===== src/core/rstc_pkg.sv =====
// Constants and types shared by the radio sync and transmit configuration block
package rstc_pkg;

  // Bus geometry; printed offsets are word indices, byte address is index times four
  localparam int ADDR_W = 18;
  localparam int DATA_W = 32;
  localparam logic [15:0] IDX_SYNC_HI = 16'hdf08;
  localparam logic [15:0] IDX_SYNC_LO = 16'hdf09;
  localparam logic [15:0] IDX_TX_HI   = 16'hdf0a;
  localparam logic [15:0] IDX_TX_LO   = 16'hdf0b;
  localparam logic [15:0] IDX_RX0_HI  = 16'hdf0c;
  localparam logic [ADDR_W-1:0] ADDR_SYNC_HI = {IDX_SYNC_HI, 2'b00};
  localparam logic [ADDR_W-1:0] ADDR_SYNC_LO = {IDX_SYNC_LO, 2'b00};
  localparam logic [ADDR_W-1:0] ADDR_TX_HI   = {IDX_TX_HI, 2'b00};
  localparam logic [ADDR_W-1:0] ADDR_TX_LO   = {IDX_TX_LO, 2'b00};
  localparam logic [ADDR_W-1:0] ADDR_RX0_HI  = {IDX_RX0_HI, 2'b00};

  // Reset values
  localparam logic [7:0] RST_SYNC_HI = 8'ha7;
  localparam logic [7:0] RST_SYNC_LO = 8'h0f;
  localparam logic [7:0] RST_TX_HI   = 8'ha1;
  localparam logic [7:0] RST_TX_LO   = 8'h7f;
  localparam logic [7:0] RST_RX0_HI  = 8'h12;

  // Field positions
  localparam int TXH_BUFB_LSB  = 6;
  localparam int TXH_TURN_BIT  = 5;
  localparam int TXH_VAR_LSB   = 3;
  localparam int TXH_MIX_LSB   = 1;
  localparam int TXH_DIFF_BIT  = 0;
  localparam int TXL_TRIM_LSB  = 5;
  localparam int TXL_LEVEL_LSB = 0;
  localparam int RX0_BUFB_LSB  = 4;
  localparam int RX0_HIGH_LSB  = 2;
  localparam int RX0_MED_LSB   = 0;
  localparam logic [7:0] RX0_WMASK = 8'h3f;

  // Symbol nibble codes
  localparam logic [3:0] NIB_SKIP = 4'hf;
  localparam logic [3:0] NIB_ZERO = 4'h0;

  // Timing
  localparam int CLK_PERIOD_NS  = 40;
  localparam int SYMBOL_NS      = 16000;
  localparam int SYM_CYC        = SYMBOL_NS / CLK_PERIOD_NS;
  localparam int TURN_SHORT_US  = 128;
  localparam int TURN_LONG_US   = 192;
  localparam int TURN_SHORT_SYM = TURN_SHORT_US * 1000 / SYMBOL_NS;
  localparam int TURN_LONG_SYM  = TURN_LONG_US * 1000 / SYMBOL_NS;

  typedef enum logic [1:0] {
    TX_IDLE,
    TX_WAIT,
    TX_SYNC
  } rstc_tx_e;

endpackage : rstc_pkg


===== src/core/rstc_core.sv =====
// Sync pattern, transmit turnaround and analogue trim register bank on APB
// Function
// Sync pattern: two bytes, reset a7 and 0f
// Nibbles used least significant first, both directions
// Transmit sends all-ones nibble as zero
// Receive ignores all-ones pattern nibbles
// Receive needs zero before first required nibble
// Turnaround 8 or 12 symbols, select resets 1
// One bit selects single-ended or differential amplifier
// Three-bit amplifier bias trim, reset 011
// Five-bit output level, reset 1f
// Three two-bit transmit mixer fields as outputs
// Three two-bit receive fields, documented resets
// Receive register top bits read zero
// Turnaround counted in 16 us symbols
`timescale 1ns/1ns
`default_nettype none
module rstc_core #(
  parameter int SYM_CYC = rstc_pkg::SYM_CYC
) (
  input  wire logic                        pclk,
  input  wire logic                        presetn,
  input  wire logic                        psel,
  input  wire logic                        penable,
  input  wire logic                        pwrite,
  input  wire logic [rstc_pkg::ADDR_W-1:0] paddr,
  input  wire logic [rstc_pkg::DATA_W-1:0] pwdata,
  input  wire logic [3:0]                  pstrb,
  output logic      [rstc_pkg::DATA_W-1:0] prdata,
  output logic                             pready,
  output logic                             pslverr,
  input  wire logic                        transmit_on_strobe,
  output logic                             tx_busy,
  output logic      [3:0]                  tx_sym,
  output logic                             tx_sym_valid,
  output logic                             tx_sync_done,
  input  wire logic [3:0]                  rx_sym,
  input  wire logic                        rx_sym_valid,
  output logic                             rx_sync_found,
  output logic      [15:0]                 frame_sync_pattern,
  output logic                             tx_start_delay_select,
  output logic      [1:0]                  tx_mix_buffer_bias,
  output logic      [1:0]                  tx_mixer_varactor_sel,
  output logic      [1:0]                  tx_mixer_bias,
  output logic                             amp_output_differential,
  output logic      [2:0]                  amp_bias_trim,
  output logic      [4:0]                  amp_output_level,
  output logic      [1:0]                  rx_mix_buffer_bias,
  output logic      [1:0]                  lownoise_comp_high,
  output logic      [1:0]                  lownoise_comp_medium
);
  import rstc_pkg::*;

  typedef struct packed {
    logic [7:0]  sync_hi;
    logic [7:0]  sync_lo;
    logic [7:0]  tx_hi;
    logic [7:0]  tx_lo;
    logic [7:0]  rx0_hi;
    logic [7:0]  rdata;
    logic        rerr;
    rstc_tx_e    tx_st;
    logic [3:0]  sym_cnt;
    logic [3:0]  sym_target;
    logic [1:0]  nib_idx;
    logic [3:0]  tx_sym;
    logic        tx_vld;
    logic        tx_done;
    logic [19:0] hist;
    logic [4:0]  hist_vld;
    logic        found;
  } rstc_core_s;

  localparam rstc_core_s RST_STATE = '{
    sync_hi:    RST_SYNC_HI,
    sync_lo:    RST_SYNC_LO,
    tx_hi:      RST_TX_HI,
    tx_lo:      RST_TX_LO,
    rx0_hi:     RST_RX0_HI,
    rdata:      8'h00,
    rerr:       1'b0,
    tx_st:      TX_IDLE,
    sym_cnt:    4'h0,
    sym_target: 4'h0,
    nib_idx:    2'h0,
    tx_sym:     4'h0,
    tx_vld:     1'b0,
    tx_done:    1'b0,
    hist:       20'h00000,
    hist_vld:   5'h00,
    found:      1'b0
  };

  rstc_core_s s_q;
  rstc_core_s s_d;
  logic       sym_tick;
  logic       timer_restart;
  logic [15:0] pattern;

  assign pattern = {s_q.sync_hi, s_q.sync_lo};

  // Transmit symbol for nibble i; all-ones is replaced by zero
  function automatic logic [3:0] tx_nibble(input logic [15:0] pat, input logic [1:0] idx);
    logic [3:0] nib;
    nib = pat[4*idx +: 4];
    return (nib == NIB_SKIP) ? NIB_ZERO : nib;
  endfunction : tx_nibble

  // Match on history h (entry 0 newest); nibble i arrived 3-i symbols ago
  function automatic logic sync_match(input logic [15:0] pat, input logic [19:0] h, input logic [4:0] hv);
    int   first;
    logic ok;
    first = 4;
    ok    = 1'b1;
    for (int i = 3; i >= 0; i--) begin
      if (pat[4*i +: 4] != NIB_SKIP) begin
        first = i;
      end
    end
    for (int i = 0; i < 4; i++) begin
      if (pat[4*i +: 4] != NIB_SKIP) begin
        ok = ok && hv[3-i] && (h[4*(3-i) +: 4] == pat[4*i +: 4]);
      end
    end
    ok = ok && hv[4-first] && (h[4*(4-first) +: 4] == NIB_ZERO);
    return ok;
  endfunction : sync_match

  // Phase restarts on the accepting cycle so the wait is whole symbols
  assign timer_restart = (s_q.tx_st == TX_IDLE) && transmit_on_strobe;

  rstc_sym_timer #(
    .SYM_CYC (SYM_CYC)
  ) u_sym_timer (
    .pclk     (pclk),
    .presetn  (presetn),
    .restart  (timer_restart),
    .run      (timer_restart || (s_q.tx_st != TX_IDLE)),
    .sym_tick (sym_tick)
  );

  always_comb begin
    s_d         = s_q;
    s_d.tx_vld  = 1'b0;
    s_d.tx_done = 1'b0;
    s_d.found   = 1'b0;

    // Read data and error captured in setup, shown in the access cycle
    if (psel && !penable) begin
      s_d.rerr  = 1'b0;
      s_d.rdata = 8'h00;
      case (paddr)
        ADDR_SYNC_HI: s_d.rdata = s_q.sync_hi;
        ADDR_SYNC_LO: s_d.rdata = s_q.sync_lo;
        ADDR_TX_HI:   s_d.rdata = s_q.tx_hi;
        ADDR_TX_LO:   s_d.rdata = s_q.tx_lo;
        ADDR_RX0_HI:  s_d.rdata = s_q.rx0_hi & RX0_WMASK;
        default:      s_d.rerr  = 1'b1;
      endcase
    end

    // Only the low byte lane carries register bits
    if (psel && penable && pwrite && pstrb[0]) begin
      case (paddr)
        ADDR_SYNC_HI: s_d.sync_hi = pwdata[7:0];
        ADDR_SYNC_LO: s_d.sync_lo = pwdata[7:0];
        ADDR_TX_HI:   s_d.tx_hi   = pwdata[7:0];
        ADDR_TX_LO:   s_d.tx_lo   = pwdata[7:0];
        ADDR_RX0_HI:  s_d.rx0_hi  = pwdata[7:0] & RX0_WMASK;
        default:      s_d.rerr    = s_q.rerr;
      endcase
    end

    // Strobes while busy are dropped, not queued
    unique case (s_q.tx_st)
      TX_IDLE: begin
        if (transmit_on_strobe) begin
          s_d.tx_st   = TX_WAIT;
          s_d.sym_cnt = 4'h0;
          // Select sampled at the strobe; later writes do not stretch this wait
          s_d.sym_target = s_q.tx_hi[TXH_TURN_BIT] ? 4'(TURN_LONG_SYM) : 4'(TURN_SHORT_SYM);
        end
      end
      TX_WAIT: begin
        if (sym_tick) begin
          s_d.sym_cnt = s_q.sym_cnt + 4'h1;
          if (s_q.sym_cnt + 4'h1 == s_q.sym_target) begin
            s_d.tx_st   = TX_SYNC;
            s_d.nib_idx = 2'h0;
            s_d.tx_sym  = tx_nibble(pattern, 2'h0);
            s_d.tx_vld  = 1'b1;
          end
        end
      end
      TX_SYNC: begin
        if (sym_tick) begin
          if (s_q.nib_idx == 2'h3) begin
            s_d.tx_st   = TX_IDLE;
            s_d.tx_done = 1'b1;
          end else begin
            s_d.nib_idx = s_q.nib_idx + 2'h1;
            s_d.tx_sym  = tx_nibble(pattern, s_q.nib_idx + 2'h1);
            s_d.tx_vld  = 1'b1;
          end
        end
      end
    endcase

    // Sliding five-symbol window for the search
    if (rx_sym_valid) begin
      s_d.hist     = {s_q.hist[15:0], rx_sym};
      s_d.hist_vld = {s_q.hist_vld[3:0], 1'b1};
      s_d.found    = sync_match(pattern, s_d.hist, s_d.hist_vld);
    end
  end

  always_ff @(posedge pclk or negedge presetn) begin
    if (!presetn) begin
      s_q <= RST_STATE;
    end else begin
      s_q <= s_d;
    end
  end

  assign prdata       = {24'h000000, s_q.rdata};
  assign pready       = 1'b1;
  assign pslverr      = s_q.rerr & psel & penable;
  assign tx_busy      = (s_q.tx_st != TX_IDLE);
  assign tx_sym       = s_q.tx_sym;
  assign tx_sym_valid = s_q.tx_vld;
  assign tx_sync_done = s_q.tx_done;
  assign rx_sync_found = s_q.found;

  assign frame_sync_pattern      = pattern;
  assign tx_start_delay_select   = s_q.tx_hi[TXH_TURN_BIT];
  assign tx_mix_buffer_bias      = s_q.tx_hi[TXH_BUFB_LSB +: 2];
  assign tx_mixer_varactor_sel   = s_q.tx_hi[TXH_VAR_LSB +: 2];
  assign tx_mixer_bias           = s_q.tx_hi[TXH_MIX_LSB +: 2];
  assign amp_output_differential = s_q.tx_hi[TXH_DIFF_BIT];
  assign amp_bias_trim           = s_q.tx_lo[TXL_TRIM_LSB +: 3];
  assign amp_output_level        = s_q.tx_lo[TXL_LEVEL_LSB +: 5];
  assign rx_mix_buffer_bias      = s_q.rx0_hi[RX0_BUFB_LSB +: 2];
  assign lownoise_comp_high      = s_q.rx0_hi[RX0_HIGH_LSB +: 2];
  assign lownoise_comp_medium    = s_q.rx0_hi[RX0_MED_LSB +: 2];

endmodule : rstc_core
`default_nettype wire


===== src/core/rstc_sym_timer.sv =====
// Symbol period divider that yields a one-cycle tick every symbol
`timescale 1ns/1ns
`default_nettype none
module rstc_sym_timer #(
  parameter int SYM_CYC = 400
) (
  input  wire logic pclk,
  input  wire logic presetn,
  input  wire logic restart,
  input  wire logic run,
  output logic      sym_tick
);
  import rstc_pkg::*;

  localparam int CW = $clog2(SYM_CYC);

  typedef struct packed {
    logic [CW-1:0] cnt;
  } rstc_tim_s;

  rstc_tim_s s_q;
  rstc_tim_s s_d;

  assign sym_tick = run && (s_q.cnt == CW'(SYM_CYC - 1));

  always_comb begin
    s_d = s_q;
    // Restart aligns the phase to the accepting cycle
    if (restart || !run || sym_tick) begin
      s_d.cnt = '0;
    end else begin
      s_d.cnt = s_q.cnt + CW'(1);
    end
  end

  always_ff @(posedge pclk or negedge presetn) begin
    if (!presetn) begin
      s_q <= '0;
    end else begin
      s_q <= s_d;
    end
  end

endmodule : rstc_sym_timer
`default_nettype wire


===== config.mk =====
export PLATFORM = sky130hd
export DESIGN_NAME = rstc_core
export DESIGN_NICKNAME = d
export VERILOG_FILES = /design/src/core/rstc_pkg.sv /design/src/core/rstc_core.sv /design/src/core/rstc_sym_timer.sv
export SDC_FILE = /design/constraint.sdc
export NUM_CORES = 1
export LEC_CHECK = 0
export ABC_AREA = 1
export BUFFER_PORTS_ARGS = -buffer_cell sky130_fd_sc_hd__buf_4
export CAP_MARGIN = 20
export CORE_MARGIN = 1
export CORE_UTILIZATION = 48
export CTS_BUF_LIST = sky130_fd_sc_hd__clkbuf_8
export CTS_CLUSTER_DIAMETER = 150
export CTS_CLUSTER_SIZE = 8
export DETAILED_ROUTE_END_ITERATION = 12
export PLACE_DENSITY_LB_ADDON = 0.15
export SYNTH_ARGS = -nofsm -noshare
export SYNTH_HDL_FRONTEND = slang
export SYNTH_HIERARCHICAL = 1
export SYNTH_SLANG_ARGS = --single-unit

===== constraint.sdc =====
create_clock -name pclk -period 4.6 [get_ports pclk]
set_input_delay 0.46 -clock pclk [delete_from_list [all_inputs] [get_ports pclk]]
set_output_delay 0.46 -clock pclk [all_outputs]
set_load 0.02 [all_outputs]

# ---- After elaboration in Yosys (flattened, before gate mapping)
# Cells that the tools add are included.
dict set report totals {
  ff_bits 95
  input_bits 65
  out_inout_bits 80
  word_cells 128
}
dict set report op_classes {
  addsub 4
  n_lt_le_gt_ge 1
  n_eq_ne 27
  n_shift 2
  n_mux 40
  bitwise 2
  n_reduce_logical 34
}
# op n
set ops {}
lappend ops {{32-bit 2-to-1 mux} 4}
lappend ops {{18-bit equality test (second input constant)} 5}
lappend ops {{8-bit one-hot mux with 5 select lines} 1}
lappend ops {{32-bit by 5-bit less-than comparator with 1-bit output (second input constant)} 1}
lappend ops {{20-bit by 32-bit indexed part select with 4-bit output} 1}
lappend ops {{4-bit by 32-bit subtractor with 32-bit output (first input constant)} 1}
lappend ops {{7-bit 2-to-1 mux} 3}
lappend ops {{4-bit equality test} 5}
lappend ops {{1-bit 2-to-1 mux} 17}
lappend ops {{4-bit != test (second input constant)} 4}
lappend ops {{16-bit by 5-bit indexed part select with 4-bit output} 1}
lappend ops {{1-bit logical AND} 14}
lappend ops {{7-bit one-hot mux with 2 select lines} 1}
lappend ops {{2-bit AND reduction} 6}
lappend ops {{10-bit 2-to-1 mux} 1}
lappend ops {{2-bit != test (second input constant)} 5}
lappend ops {{5-bit AND reduction} 2}
lappend ops {{9-bit by 1-bit adder with 9-bit output (second input constant)} 1}
lappend ops {{9-bit equality test (second input constant)} 1}
lappend ops {{9-bit 2-to-1 mux} 1}
lappend ops {{4-bit equality test (second input constant)} 2}
lappend ops {{4-bit 2-to-1 mux} 2}
lappend ops {{8-bit 2-to-1 mux} 1}
lappend ops {{4-bit one-hot mux with 2 select lines} 1}
lappend ops {{other kinds (18)} 29}

# ---- Longest topological paths before layout
dict set report depth {
  word_depth 18
  mapped_depth 17
  mapped_depth_nobuf 17
}

# ---- By module
# Netlist, hierarchy kept.
# module n_inst cells_each area_each_um2 seq_area_each_um2
set by_module_without_submodules {}
lappend by_module_without_submodules {rstc_core 1 701 5350.1 2128.3}
lappend by_module_without_submodules {rstc_sym_timer 1 69 505.5 225.2}

# ---- Least setup slack after synthesis
# OpenSTA, ideal clock, no wires.
dict set report synth_path {
  kind {register -> register}
  from {reg s_q[42] (netlist name)}
  to {reg s_q (netlist bit tx_sym[0])}
  setup_ps 65
  t_arrival_ps 2027
  t_required_ps 4535
  path_slack_ps 2508
  stages_incl_launch_ff 18
  path_buffers 0
  period_less_slack_ps 2092
  path_cell_list {dfrtp_1 > inv_1 > ha_1 > inv_1 > nor2_1 > inv_1 > nand2_1 > inv_1 > nand3_2 > inv_1 > nand2_1 > nor2_1 > inv_1 > o21ai_0 > nand3_4 > nor2_4 > nand2_1 > nand2_1}
}
dict set report synth_via {
  word_cells_on_any_way 14
  cone_classes {eq/ne (6); mux (1); reduce/logical (7)}
}
# item line
set synth_rtl {}
lappend synth_rtl {{start, declared} rstc_core.sv:94} ;# rstc_core_s s_q;
lappend synth_rtl {{start signal, assigned} rstc_core.sv:219} ;# s_q <= RST_STATE;
lappend synth_rtl {{start signal, assigned} rstc_core.sv:221} ;# s_q <= s_d;
lappend synth_rtl {{2-bit nonzero test (*)} n/a}
lappend synth_rtl {{named net tx_busy} rstc_core.sv:33} ;# output logic tx_busy,
lappend synth_rtl {{1-bit logical OR (*)} rstc_core.sv:138} ;# .run (timer_restart || (s_q.tx_st != TX_IDLE)),
lappend synth_rtl {{1-bit logical AND (*)} rstc_sym_timer.sv:24} ;# assign sym_tick = run && (s_q.cnt == CW'(SYM_CYC - 1));
lappend synth_rtl {{named net sym_tick} rstc_core.sv:96} ;# logic sym_tick;
lappend synth_rtl {{2-bit by 1-bit != test with 1-bit output (no source line)} n/a}
lappend synth_rtl {{5-bit AND reduction (no source line) (*)} n/a}
# Mark *: on every way through the listed nets, which the timed path passes. The rest lies on a longest branch.
# A chain may end at the register's enable or synchronous reset.

==> metrics <==
Critical Path Max Stage Delay 0.64 ns; Initial Utilization 0.5021; transition time of the tightest slew-check pin 0.7118 ns; Psw around 0.59 mW; Area Overhead vs Synth 9.038%; Filler Cell Count between 1000 and 1500; share of power burned in registers 0.483; Final HPWL DP slightly above 10 mm; Setup Crit Path Kind reg2reg; cell row count 39; Setup crit start frame_sync_pattern[3]$_DFFE_PN1P_; Clk pwr share 0.318; post-synthesis adder-cell area fraction 0.01496; GPL Wtd Cong a little under 0.9; min-delay worst type in2async; Crit path arrival time about 2.8 ns; clk root buf clkbuf_8; Pwr Density approximately 300 mW/mm^2; final setup TNS 0 ns; Slew Viols, Final 0; Synth Area in Simple Gates 0.2844; post-synthesis mux area share 0; Synthesis Warnings 6; port bufs 92; status finished clean; gr usage total 0.2237; Crit. End Element flip-flop; first-pass GRT wire length 22.39 mm; RR Startpoint frame_sync_pattern[3]$_DFFE_PN1P_; Core Region 0.01166 sq mm; wire per inst between 10 and 15 um; die width about 110 um; synth unique cells 34; Syn Std Cell Area 0.005856 sq mm; initial antenna violation count 0; fin crit period 2.465 ns; most common cell after layout, fill and taps aside nand2_1; max_cap viols 0; vias in the first global route 4542; Longest Clk Path Bufs 2; CTS H-tree depth 3; clock latency on the worst-skew pair around 0.36 ns; endpoints failing setup 0; CTS buffer count 9; Critical Path, Cell by Cell nand4_1 > inv_1 > nand2_1 > ha_1 > nor3_1 > nand3_1 > nor2_1 > nor2_1 > nor2_1 > nand2_1 > nor2_1; Die ar. about 0.013 sq mm; Worst Skew 0.01230 ns; Logic pwr share 0.199; CP most frequent cell nor2_1; Chip Height ~110 um; Final Hold Slack about 0.15 ns; Crit path required time between 4 and 5 ns; main combinational cell family by area after synthesis simple AND/OR/NAND/NOR gates; vias per cell a little over 5; Final #Nets roughly 880; layout cell share with drive strength beyond 1 0.2101; Top delay family on crit path simple AND/OR/NAND/NOR gates; Vias approximately 4900; Buf+Inv Stages, Crit Path 1; Hold Buf Count CTS 0; slowest CP cell dfstp_2; DR DRC count 0; CP max FO 7; Compound-Gate Fraction of Synth Area 0.1060; internal power ~1.3 mW; RSZ-0062 raised after global routing no; peak supply drop 0.0002720 V; most frequent cells in the layout 184 x nand2_1, 100 x inv_1, 93 x buf_4; n_diodes 0; num ports about 150; Syn Inst Count 770; Sw Share 0.3131; crit start category flip-flop; First DRT Iteration DRCs approximately 250; largest net degree at the start of global routing 56; P_leak around 3.2 nW; clock sink count 93; PostCTS Resize Cnt 0; Final ANT Viol Nets 0; post-CTS setup buffer count 0; TritonCTS clock tree yes; Seq/Total Area, Yosys 0.4019; Overflow after GRT 0; syn avg cell area 7.605 sq um; worst rel slew slack 0.5255; max frequency 405.6 MHz; DRT Pass-1 Iters 5; fraction of the cycle the final worst path needs 0.5359; Worst-path clk slew approximately 0.09 ns; final hold violations 0; XOR/XNOR share of the synthesized area 0.01346; drt total wl 13.74 mm; synthesized flop and latch total 93
cells in the mapped netlist:
cell	number	area (sq um)
nand2_1	184	690.7
inv_1	100	375.4
o21ai_0	82	410.4
buf_4	74	555.5
dfrtp_1	72	1802
nor2_1	64	240.2
nand4_1	37	231.5
nand3_1	23	115.1
dfstp_2	21	551.8
a21oi_1	17	85.08
nor2_4	9	101.4
nand3_2	8	80.08
o21ai_1	8	40.04
clkbuf_1	7	26.28
ha_1	7	87.58
nor2_2	7	43.79
nor3_1	7	35.03
buf_6	6	67.56
xnor2_1	6	52.55
nand2_2	4	25.02
o21ai_2	4	35.03
o211ai_1	3	22.52
o22ai_1	3	18.77
xor2_1	3	26.28
buf_2	2	10.01
conb_1	2	7.510
inv_2	2	7.510
nand3_4	2	35.03
nand2_4	1	11.26
nand3b_1	1	7.510
nand3b_2	1	11.26
nand4_4	1	21.27
nor3_4	1	16.27
o2111ai_1	1	8.760
registers in the layout, indices dropped and copies added, names as in the netlist, 2 cells and up:
signal / flops
amp_output_level: 5
tx_mixer_varactor_sel: 2
lownoise_comp_high: 2
u_sym_timer/s_q: 9
prdata: 8
rx_mix_buffer_bias: 2
lownoise_comp_medium: 2
frame_sync_pattern: 16
amp_bias_trim: 3
tx_mix_buffer_bias: 2
tx_sym: 4
tx_mixer_bias: 2
s_q: 31
cells by family after synthesis:
family	Yosys count
flip-flops	93
XOR/XNOR	9
adder cells (fa/ha/maj)	7
buffers and inverters	191
AND/OR/NAND/NOR	350
other	2
AO/OA/AOI/OAI	118
power by group through the flow:
stage	registers [mW]	clock network [mW]	logic, mW
CTS	0.914	0.617	0.381
finish	0.915	0.601	0.376
global placement	0.927	0	0.371
detailed placement	0.928	0	0.380
global route	0.923	0.639	0.436
floorplan	0.917	0	0.286
through the flow:
step	instance area [sq um]	power (mW)	cells	utilization	setup WS (ns)
global placement	6160	1.298	940	0.5282	2.033
floorplan	5942	1.203	793	-	2.508
global route	6385	1.998	957	0.5475	1.928
finish	6385	1.892	957	0.5475	2.135
detailed placement	6160	1.308	940	0.5282	1.978
CTS	6374	1.912	956	0.5465	2.132
final cells by class:
cell class                 instances  area, sq um  area share
sequential                        93         2354      0.3686
clock inverter                     7        90.09     0.01411
inverter                         102        382.9     0.05996
tap                              143        178.9     0.02802
clock buffer                       9        123.9     0.01940
multi-input combinational        509         2546      0.3988
timing repair buffer              94        709.4      0.1111
path summary, 6_finish.rpt:
kind                                                            to  slack (ns)  depth (start not counted)
worst max-delay path                       rx_sync_found$_DFF_PN0_        2.13                         11
worst min-delay path                            s_q[4]$_DFFE_PN0P_        0.15                          1
worst max register to register             rx_sync_found$_DFF_PN0_        2.13                         11
worst min register to register        u_sym_timer/s_q[0]$_DFF_PN0_        0.49                          1
max in group asynchronous       frame_sync_pattern[10]$_DFFE_PN1P_        3.46                          2
min in group pclk                               s_q[9]$_DFFE_PN0P_        0.33                          3
layer usage:
layer,GRT usage,vias to the layer above,wire length [um]
li1,-,2450,-
met1,0.3066,2283,6353
met2,0.3694,145,6545
met3,0.03996,12,714
met4,0.05244,0,124
met5,0,-,0
No activity file was read; power rests on OpenSTA's default activity.
